File: src/include/lfs_pkg.sv
// Package for the LED fault supervisor: timing counts and state encodings.
// Assumes a 125 MHz system clock shared by both ends.
package lfs_pkg;

    // ------------------------------------------------------------
    // Timing
    // ------------------------------------------------------------
    localparam int CLK_MHZ        = 125;
    localparam int IDLE_TIME_US   = 4000;
    localparam int HOLD_TIME_US   = 128000;
    localparam int SOFT_TIME_US   = 200;
    localparam int IDLE_CYCLES    = IDLE_TIME_US * CLK_MHZ;
    localparam int HOLD_CYCLES    = HOLD_TIME_US * CLK_MHZ;
    localparam int SOFT_CYCLES    = SOFT_TIME_US * CLK_MHZ;
    localparam int NUM_CH         = 2;
    localparam int RAMP_W         = 8;
    localparam logic [RAMP_W-1:0] RAMP_FULL = 8'hFF;

    // ------------------------------------------------------------
    // Per-channel state
    // ------------------------------------------------------------
    typedef enum logic [1:0] {
        LFS_CH_RUN  = 2'b00,
        LFS_CH_HOLD = 2'b01
    } lfs_ch_state_t;

    // ------------------------------------------------------------
    // Device-level state
    // ------------------------------------------------------------
    typedef enum logic [1:0] {
        LFS_DEV_LOCKOUT = 2'b00,
        LFS_DEV_ACTIVE  = 2'b01,
        LFS_DEV_THERMAL = 2'b10,
        LFS_DEV_LOWPWR  = 2'b11
    } lfs_dev_state_t;

endpackage : lfs_pkg

File: src/include/lfs_link_if.sv
// Interface joining host and device: dimming lines and shared open-drain fault line.
// Assumes a pull-up; the wire is low when the device enables its driver.
`timescale 1ns/1ps
interface lfs_link_if #(parameter int NCH = 2);
    logic [NCH-1:0] channelDimInput;
    logic           devFaultOut;
    logic           devFaultOe_n;
    logic           sharedFaultLine_n;

    // Pull-up resolution: active-low enable pulls the wire to the driven low level
    assign sharedFaultLine_n = devFaultOe_n ? 1'b1 : devFaultOut;

    modport device (input channelDimInput, input sharedFaultLine_n,
                    output devFaultOut, output devFaultOe_n);
    modport host   (output channelDimInput, input sharedFaultLine_n);
endinterface : lfs_link_if

File: src/rtl/lfs_device_end.sv
// Device end: fault supervisor gating each channel sink from comparator flags.
// Assumes flags and dimming lines are asynchronous and are synchronised here.
`timescale 1ns/1ps
module lfs_device_end
    import lfs_pkg::*;
#(
    parameter int NCH      = NUM_CH,
    parameter int IDLE_CYC = IDLE_CYCLES,
    parameter int HOLD_CYC = HOLD_CYCLES,
    parameter int SOFT_CYC = SOFT_CYCLES
) (
    input  wire logic                 clk_sys,
    input  wire logic                 rst_n,
    lfs_link_if.device                link,
    input  wire logic                 supplyGood,
    input  wire logic                 overTemp,
    input  wire logic                 tempRecovered,
    input  wire logic [NCH-1:0]       ledOpen,
    input  wire logic [NCH-1:0]       ledShort,
    output logic [NCH-1:0]            channelSinkOutput,
    output logic [NCH-1:0][RAMP_W-1:0] sinkLevel,
    output logic                      lowPower,
    output logic                      thermalShutdown
);
    // Floor division so the ramp ends within SOFT_CYC, never after it
    localparam int SOFT_STEP = SOFT_CYC / int'(RAMP_FULL);

    // Elaboration checks: the ramp needs at least one cycle per level
    if (NCH < 1 || NCH > 8) begin : g_bad_nch
        $error("NCH out of range");
    end
    if (IDLE_CYC < 1 || HOLD_CYC < 1 || SOFT_CYC < int'(RAMP_FULL)) begin : g_bad_cnt
        $error("counts out of range");
    end

    // ------------------------------------------------------------
    // Synchronisers
    // ------------------------------------------------------------
    localparam int SW = 3 + 3 * NCH;
    logic [SW-1:0] sA_q, sB_q;
    always_ff @(posedge clk_sys or negedge rst_n) begin
        if (!rst_n) begin
            sA_q <= '0;
            sB_q <= '0;
        end else begin
            sA_q <= {supplyGood, overTemp, tempRecovered, ledOpen, ledShort,
                     link.channelDimInput};
            sB_q <= sA_q;
        end
    end
    logic           sGood, sHot, sCool;
    logic [NCH-1:0] sOpen, sShort, sDim;
    assign {sGood, sHot, sCool, sOpen, sShort, sDim} = sB_q;

    // ------------------------------------------------------------
    // Device state and counters
    // ------------------------------------------------------------
    lfs_dev_state_t dev_q, dev_d;
    logic [31:0]    idle_q, idle_d;
    logic [31:0]    soft_q, soft_d;
    logic [RAMP_W-1:0] ramp_q, ramp_d;

    always_comb begin
        dev_d  = dev_q;
        idle_d = idle_q;
        soft_d = soft_q;
        ramp_d = ramp_q;
        if (|sDim) idle_d = '0;
        else if (idle_q < 32'(IDLE_CYC)) idle_d = idle_q + 32'd1;
        // Soft-start ramp: one level step per SOFT_STEP cycles
        if (ramp_q != RAMP_FULL) begin
            if (soft_q >= 32'(SOFT_STEP - 1)) begin
                soft_d = '0;
                ramp_d = ramp_q + 8'h01;
            end else begin
                soft_d = soft_q + 32'd1;
            end
        end
        case (dev_q)
            LFS_DEV_LOCKOUT: begin
                ramp_d = '0;
                soft_d = '0;
                if (sGood) dev_d = LFS_DEV_LOWPWR;
            end
            LFS_DEV_ACTIVE: begin
                if (idle_q >= 32'(IDLE_CYC)) dev_d = LFS_DEV_LOWPWR;
            end
            LFS_DEV_THERMAL: begin
                ramp_d = '0;
                soft_d = '0;
                if (sCool && !sHot) dev_d = LFS_DEV_ACTIVE;
            end
            LFS_DEV_LOWPWR: begin
                ramp_d = '0;
                soft_d = '0;
                if (|sDim) dev_d = LFS_DEV_ACTIVE;
            end
            default: dev_d = LFS_DEV_LOCKOUT;
        endcase
        // Overrides: overtemperature first, then supply loss, which wins
        if (dev_q != LFS_DEV_LOCKOUT && sHot) begin
            dev_d  = LFS_DEV_THERMAL;
            ramp_d = '0;
        end
        if (!sGood) begin
            dev_d  = LFS_DEV_LOCKOUT;
            ramp_d = '0;
        end
    end

    always_ff @(posedge clk_sys or negedge rst_n) begin
        if (!rst_n) begin
            dev_q  <= LFS_DEV_LOCKOUT;
            idle_q <= '0;
            soft_q <= '0;
            ramp_q <= '0;
        end else begin
            dev_q  <= dev_d;
            idle_q <= idle_d;
            soft_q <= soft_d;
            ramp_q <= ramp_d;
        end
    end

    // ------------------------------------------------------------
    // Per-channel fault hold and retest
    // ------------------------------------------------------------
    logic [NCH-1:0] hold_q, hold_d, sink_q, sink_d;
    logic [NCH-1:0][RAMP_W-1:0] lvl_q, lvl_d;
    logic [NCH-1:0][31:0] hcnt_q, hcnt_d;
    logic running;
    assign running = (dev_q == LFS_DEV_ACTIVE);

    // Each channel has its own hold timer so a fault stays local
    for (genvar c = 0; c < NCH; c++) begin : g_ch
        always_comb begin
            hold_d[c] = hold_q[c];
            hcnt_d[c] = hcnt_q[c];
            if (!hold_q[c]) begin
                if (running && (sOpen[c] || sShort[c])) begin
                    hold_d[c] = 1'b1;
                    hcnt_d[c] = '0;
                end
            end else if (hcnt_q[c] >= 32'(HOLD_CYC - 1)) begin
                // Retest: stay held for another interval if still faulty
                hcnt_d[c] = '0;
                if (!(sOpen[c] || sShort[c])) hold_d[c] = 1'b0;
            end else begin
                hcnt_d[c] = hcnt_q[c] + 32'd1;
            end
            sink_d[c] = running && !hold_d[c] && sDim[c];
            lvl_d[c]  = sink_d[c] ? ramp_q : '0;
        end
        always_ff @(posedge clk_sys or negedge rst_n) begin
            if (!rst_n) begin
                hold_q[c] <= 1'b0;
                hcnt_q[c] <= '0;
                sink_q[c] <= 1'b0;
                lvl_q[c]  <= '0;
            end else begin
                hold_q[c] <= hold_d[c];
                hcnt_q[c] <= hcnt_d[c];
                sink_q[c] <= sink_d[c];
                lvl_q[c]  <= lvl_d[c];
            end
        end
    end

    // ------------------------------------------------------------
    // Fault line and status
    // ------------------------------------------------------------
    logic oe_n_q, oe_n_d, lp_q, lp_d, th_q, th_d;
    always_comb begin
        oe_n_d = !((dev_d == LFS_DEV_LOCKOUT)
                 || (dev_d == LFS_DEV_THERMAL)
                 || (|hold_d));
        lp_d   = (dev_d == LFS_DEV_LOWPWR);
        th_d   = (dev_d == LFS_DEV_THERMAL);
    end

    always_ff @(posedge clk_sys or negedge rst_n) begin
        if (!rst_n) begin
            oe_n_q <= 1'b0;
            lp_q   <= 1'b0;
            th_q   <= 1'b0;
        end else begin
            oe_n_q <= oe_n_d;
            lp_q   <= lp_d;
            th_q   <= th_d;
        end
    end

    // Driven level is always low; only the enable moves
    assign link.devFaultOut  = 1'b0;
    assign link.devFaultOe_n = oe_n_q;
    assign channelSinkOutput = sink_q;
    assign sinkLevel         = lvl_q;
    assign lowPower          = lp_q;
    assign thermalShutdown   = th_q;
endmodule : lfs_device_end

File: src/flat_wrapper.sv
// flat-port wrapper written by rule: the top's interface ports become plain ports
module lfs_device_end_flat import lfs_pkg::*;
#(
    parameter int NCH      = NUM_CH,
    parameter int IDLE_CYC = IDLE_CYCLES,
    parameter int HOLD_CYC = HOLD_CYCLES,
    parameter int SOFT_CYC = SOFT_CYCLES
)
  (clk_sys, rst_n, supplyGood, overTemp, tempRecovered, ledOpen, ledShort, channelSinkOutput, sinkLevel, lowPower, thermalShutdown, link_channelDimInput, link_devFaultOut, link_devFaultOe_n);
  lfs_link_if #(.NCH(NCH)) link_i ();
  input  wire logic clk_sys;
  input  wire logic rst_n;
  input  wire logic supplyGood;
  input  wire logic overTemp;
  input  wire logic tempRecovered;
  input  wire logic [NCH-1:0] ledOpen;
  input  wire logic [NCH-1:0] ledShort;
  output logic [NCH-1:0] channelSinkOutput;
  output logic [NCH-1:0][RAMP_W-1:0] sinkLevel;
  output logic lowPower;
  output logic thermalShutdown;
  input wire logic [$bits(link_i.channelDimInput)-1:0] link_channelDimInput;
  output wire logic [$bits(link_i.devFaultOut)-1:0] link_devFaultOut;
  output wire logic [$bits(link_i.devFaultOe_n)-1:0] link_devFaultOe_n;
  assign link_i.channelDimInput = link_channelDimInput;
  assign link_devFaultOut = link_i.devFaultOut;
  assign link_devFaultOe_n = link_i.devFaultOe_n;
  lfs_device_end #(.NCH(NCH), .IDLE_CYC(IDLE_CYC), .HOLD_CYC(HOLD_CYC), .SOFT_CYC(SOFT_CYC)) u_core (.clk_sys(clk_sys), .rst_n(rst_n), .link(link_i), .supplyGood(supplyGood), .overTemp(overTemp), .tempRecovered(tempRecovered), .ledOpen(ledOpen), .ledShort(ledShort), .channelSinkOutput(channelSinkOutput), .sinkLevel(sinkLevel), .lowPower(lowPower), .thermalShutdown(thermalShutdown));
endmodule
File: config.mk
export PLATFORM = sky130hd
export DESIGN_NAME = lfs_device_end_flat
export DESIGN_NICKNAME = d
export VERILOG_FILES = /design/src/include/lfs_pkg.sv /design/src/include/lfs_link_if.sv /design/src/rtl/lfs_device_end.sv /design/src/flat_wrapper.sv
export SDC_FILE = /design/constraint.sdc
export NUM_CORES = 1
export LEC_CHECK = 0
export BUFFER_PORTS_ARGS = -buffer_cell sky130_fd_sc_hd__buf_2
export CAP_MARGIN = 5
export CORE_MARGIN = 4
export CORE_UTILIZATION = 45
export CTS_CLUSTER_DIAMETER = 30
export DETAILED_ROUTE_END_ITERATION = 8
export PLACE_DENSITY = 0.68
export SYNTH_ARGS = -nofsm -noshare
export SYNTH_HDL_FRONTEND = slang
export SYNTH_SLANG_ARGS = --single-unit
export TNS_END_PERCENT = 20
File: constraint.sdc
create_clock -name clk_sys -period 2.1 [get_ports clk_sys]
set_input_delay 0.105 -clock clk_sys [delete_from_list [all_inputs] [get_ports clk_sys]]
set_output_delay 0.105 -clock clk_sys [all_outputs]
set_load 0.02 [all_outputs]
# [Word level (Yosys, flattened, before mapping)]
# Index checks and enable logic that the tools add are counted.
[totals] reg_bits=179 latchBits=0 mem_bits_rw=0 rom_bits=0 in_bits=11 output_inout_bits=22 elab_cells=94 n_memories=0
[classes] add_sub_neg=5 mul=0 div=0 order_cmp=5 n_eq_ne=8 shifts=0 muxes=32 bitwise=0 n_reduce_logical=27
[op_table] operator="$mux W32" count=11
[op_table] operator="$add A32 B1 Y32 const B" count=4
[op_table] operator="$ge A32 B24 Y1 const B" count=2
[op_table] operator="$mux W8" count=7
[op_table] operator="$ge A32 B19 Y1 const B" count=1
[op_table] operator="$ge A32 B7 Y1 const B" count=1
[op_table] operator="$lt A32 B19 Y1 const B" count=1
[op_table] operator="$mux W2" count=5
[op_table] operator="$reduce_bool A2 Y1" count=5
[op_table] operator="$add A8 B1 Y8 const B" count=1
[op_table] operator="$eq A2 B2 Y1 const B" count=4
[op_table] operator="$logic_and A1 B1 Y1" count=8
[op_table] operator="$mux W1" count=8
[op_table] operator="$ne A4 B4 Y1 const B" count=2
[op_table] operator="$ne A8 B8 Y1 const B" count=1
[op_table] operator="$pmux W2 S4" count=1
[op_table] operator="$logic_not A1 Y1" count=4
[op_table] operator="$logic_not A2 Y1" count=2
[op_table] operator="$logic_or A1 B1 Y1" count=4
[op_table] operator="$reduce_or A2 Y1" count=2
[op_table] operator="$reduce_or A3 Y1" count=1
[op_table] operator="$eq A2 B1 Y1 const B" count=1
[op_table] operator="$reduce_and A2 Y1" count=1

# [Logic depth before layout (Yosys ltp)]
# Gate-level depths: netlist of run 1.
[logic_depth] ltp_word=10 mapped_depth=8 mapped_depth_nobuf=7

# [Worst setup path before layout of run 1]
# Ideal clock, no wire load.
[synth_path] kind="flip-flop to flip-flop" startpoint="register u_core.soft_q[0]" endpoint="register u_core.ramp_q[1]" setup_ns=0.122 t_arrival_ns=1.938 required_time_ns=1.978 setup_slack_ns=0.040 stages_incl_launch_ff=8 path_buffers=1 synth_period_minus_slack_ns=2.060 path_cell_list="dfrtp_1 ha_1 or4b_1 o211ai_1 and3_1 buf_4 nor2_1 a32o_1"
[synth_via] elab_chain_len=3
[synth_lines] item="from (decl)" line_no="lfs_device_end.sv:60" source="logic [31:0] soft_q, soft_d;"
[synth_lines] item="from (signal assigned)" line_no="lfs_device_end.sv:120" source="soft_q <= soft_d;"
[synth_lines] item="$ge A32 B7 Y1" line_no="lfs_device_end.sv:72" source="if (soft_q >= 32'(SOFT_STEP - 1)) begin"
[synth_lines] item="$ne A4 B4 Y1 (no source line)"
[synth_lines] item="$reduce_and A2 Y1 (no source line)"
[synth_lines] item="to (signal assigned)" line_no="lfs_device_end.sv:121" source="ramp_q <= ramp_d;"
[synth_lines] item="to (decl)" line_no="lfs_device_end.sv:61" source="logic [RAMP_W-1:0] ramp_q, ramp_d;"
# Every way passes these cells.
# A chain may end at the register's enable or synchronous reset.

# [Final worst setup path of run 1]
[layout_path] startpoint="register u_core.soft_q[0]" endpoint="register u_core.ramp_q[6]"
# Same word-level chain as after synthesis.

==> reports/results.tsv, run 1 <==
metric	value	unit
residual DRC count	0	
Worst Reg-to-Reg Cells	7	
Num CTS Buffers	17	
Final period util	1.01	
flop-to-flop setup slack	-20	ps
mux cell area share after synthesis	0.0133	
GRT Overall Usage	0.185	
clock buffer depth	2	
die area	20600	um2
largest family of logic cells by synthesized area	simple AND/OR/NAND/NOR gates	
Worst Hold Class	primary input to async pin	
sequential share of the synthesized area	0.541	
register area	4480	um2
crit path capture	u_core.ramp_q[6]	
first-pass GRT wire length	31.1	mm
Power Dens Cells	780	nW/um2
post-route setup slack	-18.5	ps
remaining global-route overflow	0	
initial cell density of the core	0.460	
antenna cells	0	
Max IR drop VDD	543	uV
worst setup skew after layout	10.6	ps
share of layout cells above drive strength 1	0.208	
worst hold slack	160	ps
status	finished with violations	
P_leak	0.00460	uW
CTS H-tree depth	4	
Pre-antenna DRT Iters	6	
clk sinks	179	
Die Y	144	um
Worst-Skew Late Latency	430	ps
RD Place Congestion	0.818	
complex-gate fraction of the synthesized area	0.159	
CTS tree	yes	
Die X	144	um
max frequency	472	MHz
I/O pins	33	
Seq cells post-synth	179	
Req. time, crit path	2390	ps
vias per inst	5.74	
Layout area overhead	22.4	%
Fill cells	1514	
WL/cell	15.8	um
final hold viol count	0	
Slew HR	0.592	
Post-Syn Nets	817	
reg2reg end	u_core.ramp_q[6]	
Post-Syn Area	8290	um2
post-synth cell types	68	
CP max FO	3	
violated checks	negative setup slack	
RSZ-0062 raised after global routing	true	
final wirelength	18.1	mm
ys flop type	dfrtp_1	
Placement Cell Area	9200	um2
DRT iter0 DRCs	480	
Reg clk slew, reported paths	70	ps
Worst setup SP type	register	
number of routed nets with antenna violations	0	
post-DP HPWL	12.0	mm
Post-Synth Adder-Cell Area	0.0121	
Mapped Avg Cell Area	10.4	um2
Critical Path AT	2410	ps
Worst-Margin Slew	608	ps
core area	18000	um2
final net count	927	
count of pins over their slew limit	0	
synth warn	0	
Final min period	2120	ps
crit path from	u_core.soft_q[0]	
Max-Cap Viols	0	
vias in the first global route	6368	
antenna violations before repair	0	
endpoints failing setup	2	
Worst Setup End Kind	register	
post-synthesis xor/xnor area fraction	0.00740	
worst r2r src	u_core.soft_q[0]	
clk root buf	clkbuf_16	
FP Rows	49	
Gate Count Post-Synth	798	
number of flops mapped to enable cells by yosys	0	
Post-Synth Simple-Gate Area	0.236	
design area	10100	um2
Port Buf Inserts	31	
Crit Path Category	register to register	
ys async rst share	1.00	
via count	6603	
area of the multi-input gates	3690	um2
largest net degree at the start of global routing	53	
[routing by layer]
metal / wire length [um] / share of wire / vias to the layer above / GRT usage
li1: - / - / 3225 / -
met1: 8540 / 0.47 / 3244 / 0.260
met2: 8720 / 0.48 / 117 / 0.297
met3: 685 / 0.038 / 17 / 0.0389
met4: 204 / 0.011 / 0 / 0.0421
met5: 0 / 0 / - / 0
[worst min-delay path by stage]
stage / from / endpoint / slack [ps] / cells after the start
2_1_floorplan: rst_n / u_core.channelSinkOutput[0] / -190 / 0
3_3_place_gp: rst_n / u_core.idle_q[17] / 40 / 1
3_5_place_dp: rst_n / u_core.idle_q[17] / 40 / 1
4_1_cts: rst_n / u_core.hcnt_q[46] / 170 / 2
5_1_grt: rst_n / u_core.hcnt_q[46] / 190 / 2
6_report: rst_n / u_core.idle_q[17] / 160 / 2
[worst max-delay path, stage by stage (launching register included)]
cell and delay (ps):
dfrtp_1 410, ha_2 170, or4b_4 530, o211ai_1 200
buf_4 160, a41oi_2 160, a41oi_1 280, a311oi_1 80
[cells in the final DEF, fill, tap and decap left out, types with 16 or more instances in the layout]
cell       netlist  final
dfrtp_1        179    179
buf_4            4     77
nor2_1          61     59
nand2_1         58     58
and2_1          58     58
nand3_1         47     46
a31oi_1         33     33
buf_2           10     31
a21oi_1         33     29
nand4_1         27     27
and3_1          23     21
clkbuf_16        0     17
inv_1           18     16
[final cells by class]
type / instances / area share
tap: 229 / 0.0282
inverter: 18 / 0.00666
multi-input combinational: 565 / 0.364
clock inverter: 11 / 0.0171
sequential: 179 / 0.441
timing repair buffer: 127 / 0.0956
clock buffer: 21 / 0.0474
[synthesized netlist by cell type (5+ instances only)]
cell type | n | area share
xnor2_1 | 6 | 0.0063
o2111ai_1 | 12 | 0.013
and3_1 | 23 | 0.017
or3_1 | 5 | 0.0038
and2_1 | 58 | 0.044
or4_1 | 9 | 0.0082
ha_1 | 8 | 0.012
nor2_1 | 61 | 0.028
buf_2 | 10 | 0.0060
nor4_1 | 19 | 0.014
dfrtp_1 | 179 | 0.54
o31ai_1 | 12 | 0.011
nand2_1 | 58 | 0.026
and4_1 | 9 | 0.0095
a41o_1 | 5 | 0.0060
or2_2 | 5 | 0.0038
a41oi_1 | 16 | 0.017
mux2i_1 | 11 | 0.013
inv_1 | 18 | 0.0082
nand3_1 | 47 | 0.028
nor3_1 | 13 | 0.0079
a31oi_1 | 33 | 0.025
o21ai_0 | 13 | 0.0079
clkbuf_1 | 16 | 0.0072
a21oi_1 | 33 | 0.020
nor2b_1 | 5 | 0.0038
nand4_1 | 27 | 0.020
a22o_1 | 7 | 0.0074
[cells by family (layout without fill, tap and decap cells)]
group / Yosys count / count (layout)
AO/OA/AOI/OAI: 179 / 179
XOR/XNOR: 7 / 7
adder cells (fa/ha/maj): 8 / 8
buffers and inverters: 54 / 177
flip-flops: 179 / 179
multiplexers: 11 / 11
other: 1 / 1
AND/OR/NAND/NOR: 359 / 359
[state kept, by name, summed over array words and instances (netlist names)]
register	cells
u_core.channelSinkOutput	2
u_core.dev_q	2
u_core.hcnt_q	64
u_core.hold_q	2
u_core.idle_q	32
u_core.link.devFaultOe_n	1
u_core.lowPower	1
u_core.ramp_q	8
u_core.sA_q	9
u_core.sB_q	9
u_core.sinkLevel	16
u_core.soft_q	32
u_core.thermalShutdown	1
[through the flow]
step / instances / total power [uW] / setup WS, ps / TNS, ps / util
6_report: 1150 / 7910 / -18.5 / -36.3 / 0.563
5_1_grt: 1150 / 8260 / -115 / -2000 / 0.563
4_1_cts: 1142 / 7960 / 6.55 / 0 / 0.553
3_5_place_dp: 1100 / 4480 / -32.6 / -104 / 0.510
3_3_place_gp: 1100 / 4460 / 11.8 / 0 / 0.510
2_1_floorplan: 798 / 4170 / 40.3 / 0 / -
[power breakdown]
part           internal, uW  switching (uW)  leakage [uW]
Combinational           343             382       0.00187
Sequential             3600             128       0.00242
Clock                  2130            1330      0.000312
Total                  6070            1840       0.00460
[repair_timing]
action,in CTS,in global routing
pin swaps,0,19
gates resized for setup,2,31
setup endpoints to repair,20,57
endpoints found under the hold margin,146,0
buffers inserted,0,6
hold buffers,10,0
gates cloned,0,2
Power figures use the tool's default switching activity.
==> inputs of run 2 (changes only) <==
Settings changed: ABC_AREA from default to 1, PLACE_DENSITY 0.68 to 0.67.
==> reports/results.tsv, run 2 <==
metric	value	unit	change
status	complete, no violations		
worst r2r src	u_core.ramp_q[0]		
Final period util	0.872		-0.137
Worst Hold Class	primary input to async pin		
Pre-antenna DRT Iters	5		-1
RSZ-0062 raised after global routing	false		
top flop regs	u_core.hcnt_q: 64 flops, u_core.idle_q: 32 flops, u_core.soft_q: 32 flops		
DRT iter0 DRCs	437		-9.0%
Power Dens Cells	756	nW/um2	-3.0%
most frequent cells in the layout	nand2_1, dfrtp_1, inv_1		
post-synth top area cell	dfrtp_1		
remaining global-route overflow	0		unchanged
final net count	1181		+27%
antenna violations before repair	0		unchanged
top post-synthesis cells by count	nand2_1, dfrtp_1, inv_1		
post-synth top area share	0.506		-0.0341
clk root buf	clkbuf_16		
Final Util	0.518		-0.0445
Die X	148	um	+3.1%
Max IR drop VDD	553	uV	+1.8%
synth warn	0		unchanged
final hold viol count	0		unchanged
ys async rst share	1.00		unchanged
Req. time, crit path	2410	ps	+20 ps
worst setup skew after layout	7.97	ps	-2.59 ps
pre-CTS setup slack	231	ps	+263 ps
RD Place Congestion	0.872		+6.7%
vias in the first global route	6891		+8.2%
CP max FO	18		+15
initial cell density of the core	0.456		-0.00379
clk sinks	179		unchanged
design area	10100	um2	-0.89%
Gate Count Post-Synth	1106		+39%
reg2reg end	u_core.soft_q[19]		
Layout area overhead	13.7	%	
vias per inst	4.94		-14%
antenna cells	0		unchanged
CTS H-tree depth	4		unchanged
via count	7115		+7.8%
Die Y	148	um	+3.1%
share of layout cells above drive strength 1	0.106		-0.103
top post-synthesis cells by area	dfrtp_1, nand2_1, inv_1		
ys flop type	dfrtp_1		
sequential share of the synthesized area	0.506		-0.0341
Post-Syn Area	8840	um2	+6.7%
Post-Syn Nets	1125		+38%
Seq cells post-synth	179		unchanged
Final min period	1830	ps	-288 ps
largest net degree at the start of global routing	57		+7.5%
clock buffer depth	2		unchanged
P_leak	0.00483	uW	+5.1%
max FFs per register	64		unchanged
max frequency	546	MHz	+16%
flop-to-flop setup slack	270	ps	+290 ps
number of flops mapped to enable cells by yosys	0		unchanged
top-count cell post-synth	nand2_1		
FP Rows	51		+4.1%
Crit Path Category	register to register		
post-CTS setup buffer count	0		unchanged
critical path's slowest cell	dfrtp_1		
Largest Register	u_core.hcnt_q		
worst hold slack	211	ps	+51.3 ps
Worst-Skew Late Latency	430	ps	about the same
Worst-Margin Slew	660	ps	+51.8 ps
CP max stage delay	420	ps	-110 ps
core area	19400	um2	+7.6%
Final TNS setup	0	ps	+36.3 ps
Slew HR	0.559		-0.0328
number of routed nets with antenna violations	0		unchanged
I/O pins	33		unchanged
CP Cell Sequence	ha_1 -> nand2_1 -> nor2_2 -> nand2_1 -> clkinv_2 -> nand2_4 -> nand2_4 -> inv_2 -> nor2_1		
post-DP HPWL	13.4	mm	+11%
Num CTS Buffers	17		unchanged
commonest non-fill, non-tap cell in the layout	nand2_1		
final wirelength	18.7	mm	+2.9%
CTS tree	yes		
Critical Path AT	2140	ps	-270 ps
Port Buf Inserts	31		unchanged
residual DRC count	0		unchanged
post-synth cell types	39		-43%
count of pins over their slew limit	0		unchanged
WL/cell	13.0	um	-18%
first-pass GRT wire length	32.6	mm	+4.7%
die area	22000	um2	+6.4%
endpoints failing setup	0		-2
Reg clk slew, reported paths	70	ps	about the same
Placement Cell Area	9380	um2	+1.9%
GRT Overall Usage	0.180		-0.00517
Worst Setup End Kind	register		
Mapped Avg Cell Area	8.00	um2	-23%
Worst setup SP type	register		
Max-Cap Viols	0		unchanged
post-route setup slack	269	ps	+288 ps
Worst Reg-to-Reg Cells	9		+2
run 2: changes by cell type after synthesis, moves of 19 or more:
cell,change
a31oi_1,-31
inv_1,+144
nor2_1,+99
nor3_1,+23
nand3_1,+31
nand2_1,+200
and2_1,-58
and3_1,-23
xor2_1,+37
a21oi_1,-19
o22ai_1,+28
run 2: metal layers:
metal	global-route usage	vias up	share of wire
met1	0.250	3343	0.47
met5	0	-	0
met3	0.0384	15	0.043
li1	-	3594	-
met2	0.291	163	0.47
met4	0.0439	0	0.010
run 2: worst max path at each step:
stage,start,endpoint,slack [ps]
after floorplan,u_core.ramp_q[0],u_core.soft_q[2],550
after global placement,u_core.idle_q[27],u_core.idle_q[1],280
after detailed placement,u_core.idle_q[27],u_core.idle_q[17],230
after CTS,u_core.idle_q[22],u_core.idle_q[8],190
after global routing,u_core.ramp_q[0],u_core.soft_q[20],80
final,u_core.ramp_q[0],u_core.soft_q[19],270
run 2: kinds of logic (layout without fill, tap and decap cells):
logic type	count (synthesis)	in the layout	synth area share
compound gates	80	80	0.0522
xor+xnor	43	43	0.0426
fa+ha+maj	8	8	0.0113
buf+inv	190	258	0.0843
flops	179	179	0.506
other cells	1	1	0.000424
simple gates	605	605	0.303
run 2: cell type report:
type,count,area (um2)
fill,1871,9340
sequential,179,4480
multi-input combinational,737,3620
inverter,171,643
clock buffer,17,425
timing repair buffer,56,402
tap,265,332
clock inverter,14,153
run 2: critical path: cells and delay by family, from the launching register on:
kind	cells	cell delay (ps)
buf+inv	2	330
flops	1	420
fa+ha+maj	1	260
simple gates	6	700
run 2: repair_timing:
action,CTS,global route
gates resized for setup,0,1
hold buffers,10,0
endpoints found under the setup margin,0,1
endpoints found under the hold margin,61,0
run 2: report_power, final:
part           leakage, uW  internal (uW)  switching, uW  total [uW]
logic              0.00213            251            432         682
registers          0.00242           3610            157        3760
clock network     0.000285           1760           1390        3160
total              0.00483           5620           1980        7600
run 2: stage by stage:
step / total power [uW] / instances
detailed placement: 4500 / 1398
global route: 7960 / 1439
CTS: 7690 / 1439
finish: 7600 / 1439
floorplan: 4260 / 1106
global placement: 4470 / 1398
==> inputs of run 3 (changes only) <==
==> constraint.sdc (replaced) <==
create_clock -name clk_sys -period 2.1 [get_ports clk_sys]
set_input_delay 0.525 -clock clk_sys [delete_from_list [all_inputs] [get_ports clk_sys]]
set_output_delay 0.525 -clock clk_sys [all_outputs]
set_load 0.02 [all_outputs]
==> reports/results.tsv, run 3 (synthesis gave the netlist of run 2 again) <==
metric	value	unit	change
overall power	7580	uW	-0.34%
CP max stage delay	410	ps	about the same
RD Place Congestion	0.879		+0.72%
residual DRC count	0		unchanged
Final min period	1850	ps	+18.6 ps
Critical Path AT	2200	ps	+60 ps
die area	22000	um2	unchanged
commonest non-fill, non-tap cell in the layout	nand2_1		
FP Rows	51		unchanged
Crit Path Category	register to register		
Power Dens Cells	760	nW/um2	+0.46%
register area	4480	um2	unchanged
Max-Cap Viols	0		unchanged
antenna violations before repair	0		unchanged
Final Util	0.514		-0.00413
Largest Register	u_core.hcnt_q		
CTS Hold Buffers Added	0		-10
CP max FO	15		-3
final hold viol count	0		unchanged
post-route setup slack	251	ps	-18.6 ps
Worst-Margin Slew	665	ps	+4.76 ps
DRT iter0 DRCs	428		-2.1%
GRT Overall Usage	0.178		-0.00138
CTS tree	yes		
Num CTS Buffers	17		unchanged
Layout area overhead	12.8	%	
clock buffer depth	2		unchanged
antenna cells	0		unchanged
critical path's slowest cell	dfrtp_1		
top flop regs	u_core.hcnt_q: 64 flops, u_core.idle_q: 32 flops, u_core.soft_q: 32 flops		
CTS H-tree depth	4		unchanged
via count	7020		-1.3%
Port Buf Inserts	31		unchanged
post-DP HPWL	13.3	mm	-0.88%
share of layout cells above drive strength 1	0.103		-0.00235
Slew HR	0.556		-0.00317
count of pins over their slew limit	0		unchanged
number of routed nets with antenna violations	0		unchanged
remaining global-route overflow	0		unchanged
Fill cells	1879		+0.43%
Die Y	148	um	unchanged
Pre-antenna DRT Iters	5		unchanged
max FFs per register	64		unchanged
clk sinks	179		unchanged
area of the multi-input gates	3620	um2	about the same
Final TNS setup	0	ps	unchanged
pre-CTS setup slack	254	ps	+23.9 ps
final net count	1169		-1.0%
vias per inst	4.92		-0.51%
final wirelength	18.6	mm	-0.50%
initial cell density of the core	0.456		unchanged
WL/cell	13.0	um	+0.34%
Worst setup SP type	register		
core area	19400	um2	unchanged
Worst Setup End Kind	register		
Die X	148	um	unchanged
P_leak	0.00477	uW	-1.4%
Post-CTS Resized	0		unchanged
largest net degree at the start of global routing	60		+5.3%
Reg clk slew, reported paths	70	ps	about the same
endpoints failing setup	0		unchanged
CP Cell Sequence	ha_1 -> nand2_1 -> nor2_1 -> nand3_1 -> nand3b_1 -> nand2_1 -> nand3_1 -> buf_12 -> o21ai_0		
worst setup skew after layout	13.0	ps	+5.08 ps
most frequent cells in the layout	nand2_1, dfrtp_1, inv_1		
post-CTS setup buffer count	0		unchanged
status	complete, no violations		
clk root buf	clkbuf_16		
Worst-Skew Late Latency	430	ps	about the same
Req. time, crit path	2450	ps	+40 ps
Final period util	0.881		+0.00886
RSZ-0062 raised after global routing	false		
Max IR drop VDD	556	uV	+0.57%
first-pass GRT wire length	32.2	mm	-1.3%
I/O pins	33		unchanged
Worst Hold Class	primary input to async pin		
vias in the first global route	6672		-3.2%
max frequency	541	MHz	-1.0%
run 3: changes by cell type in the layout (fill, tap and decap cells not counted), sizes merged:
| cell | previous run | this run |
|---|---|---|
| buf | 45 | 43 |
| clkbuf | 18 | 19 |
| dlygate4sd3 | 10 | 0 |
| clkinv | 8 | 2 |
| clkinvlp | 1 | 6 |
run 3: per-stage QoR:
stage / instance area, um2 / std cells / hold WS [ps]
CTS: 9980 / 1427 / 72.6
finish: 9980 / 1427 / 63.9
floorplan: 8840 / 1106 / 229
global placement: 9400 / 1396 / 333
detailed placement: 9400 / 1396 / 337
global route: 9980 / 1427 / 98.2
run 3: layout make-up:
class                           instances  area share
Sequential cell                       179       0.449
Inverter                              171      0.0645
Clock buffer                           18      0.0430
Tap cell                              265      0.0332
Clock inverter                         13      0.0149
Timing Repair Buffer                   44      0.0325
Multi-Input combinational cell        737       0.363
run 3: worst paths after layout:
path,slack (ps),start,cells after the start,endpoint
setup / recovery,250,u_core.hcnt_q[32],9,u_core.hcnt_q[40]
hold / removal,60,rst_n,1,u_core.hcnt_q[44]
setup reg to reg,250,u_core.hcnt_q[32],9,u_core.hcnt_q[40]
hold reg to reg,350,u_core.sA_q[3],0,u_core.sB_q[3]
max in group asynchronous,1410,rst_n,2,u_core.hcnt_q[59]
min in group clk_sys,200,link_channelDimInput[1],1,u_core.sA_q[1]
run 3: worst max-delay path: cells and delay by family (launching register included):
| family | cells | cell delay (ps) |
|---|---|---|
| simple gates | 6 | 730 |
| fa+ha+maj | 1 | 230 |
| buf+inv | 1 | 250 |
| flops | 1 | 410 |
| compound gates | 1 | 150 |
run 3: power by group:
group          total [uW]  switching, uW  internal (uW)
clock network        3150           1390           1760
logic                 658            421            238
registers            3770            159           3610
run 3: routing by layer:
metal	wire, um	GRT usage
met5	0	0
met4	325	0.0577
met3	715	0.0384
met2	8680	0.282
met1	8860	0.248
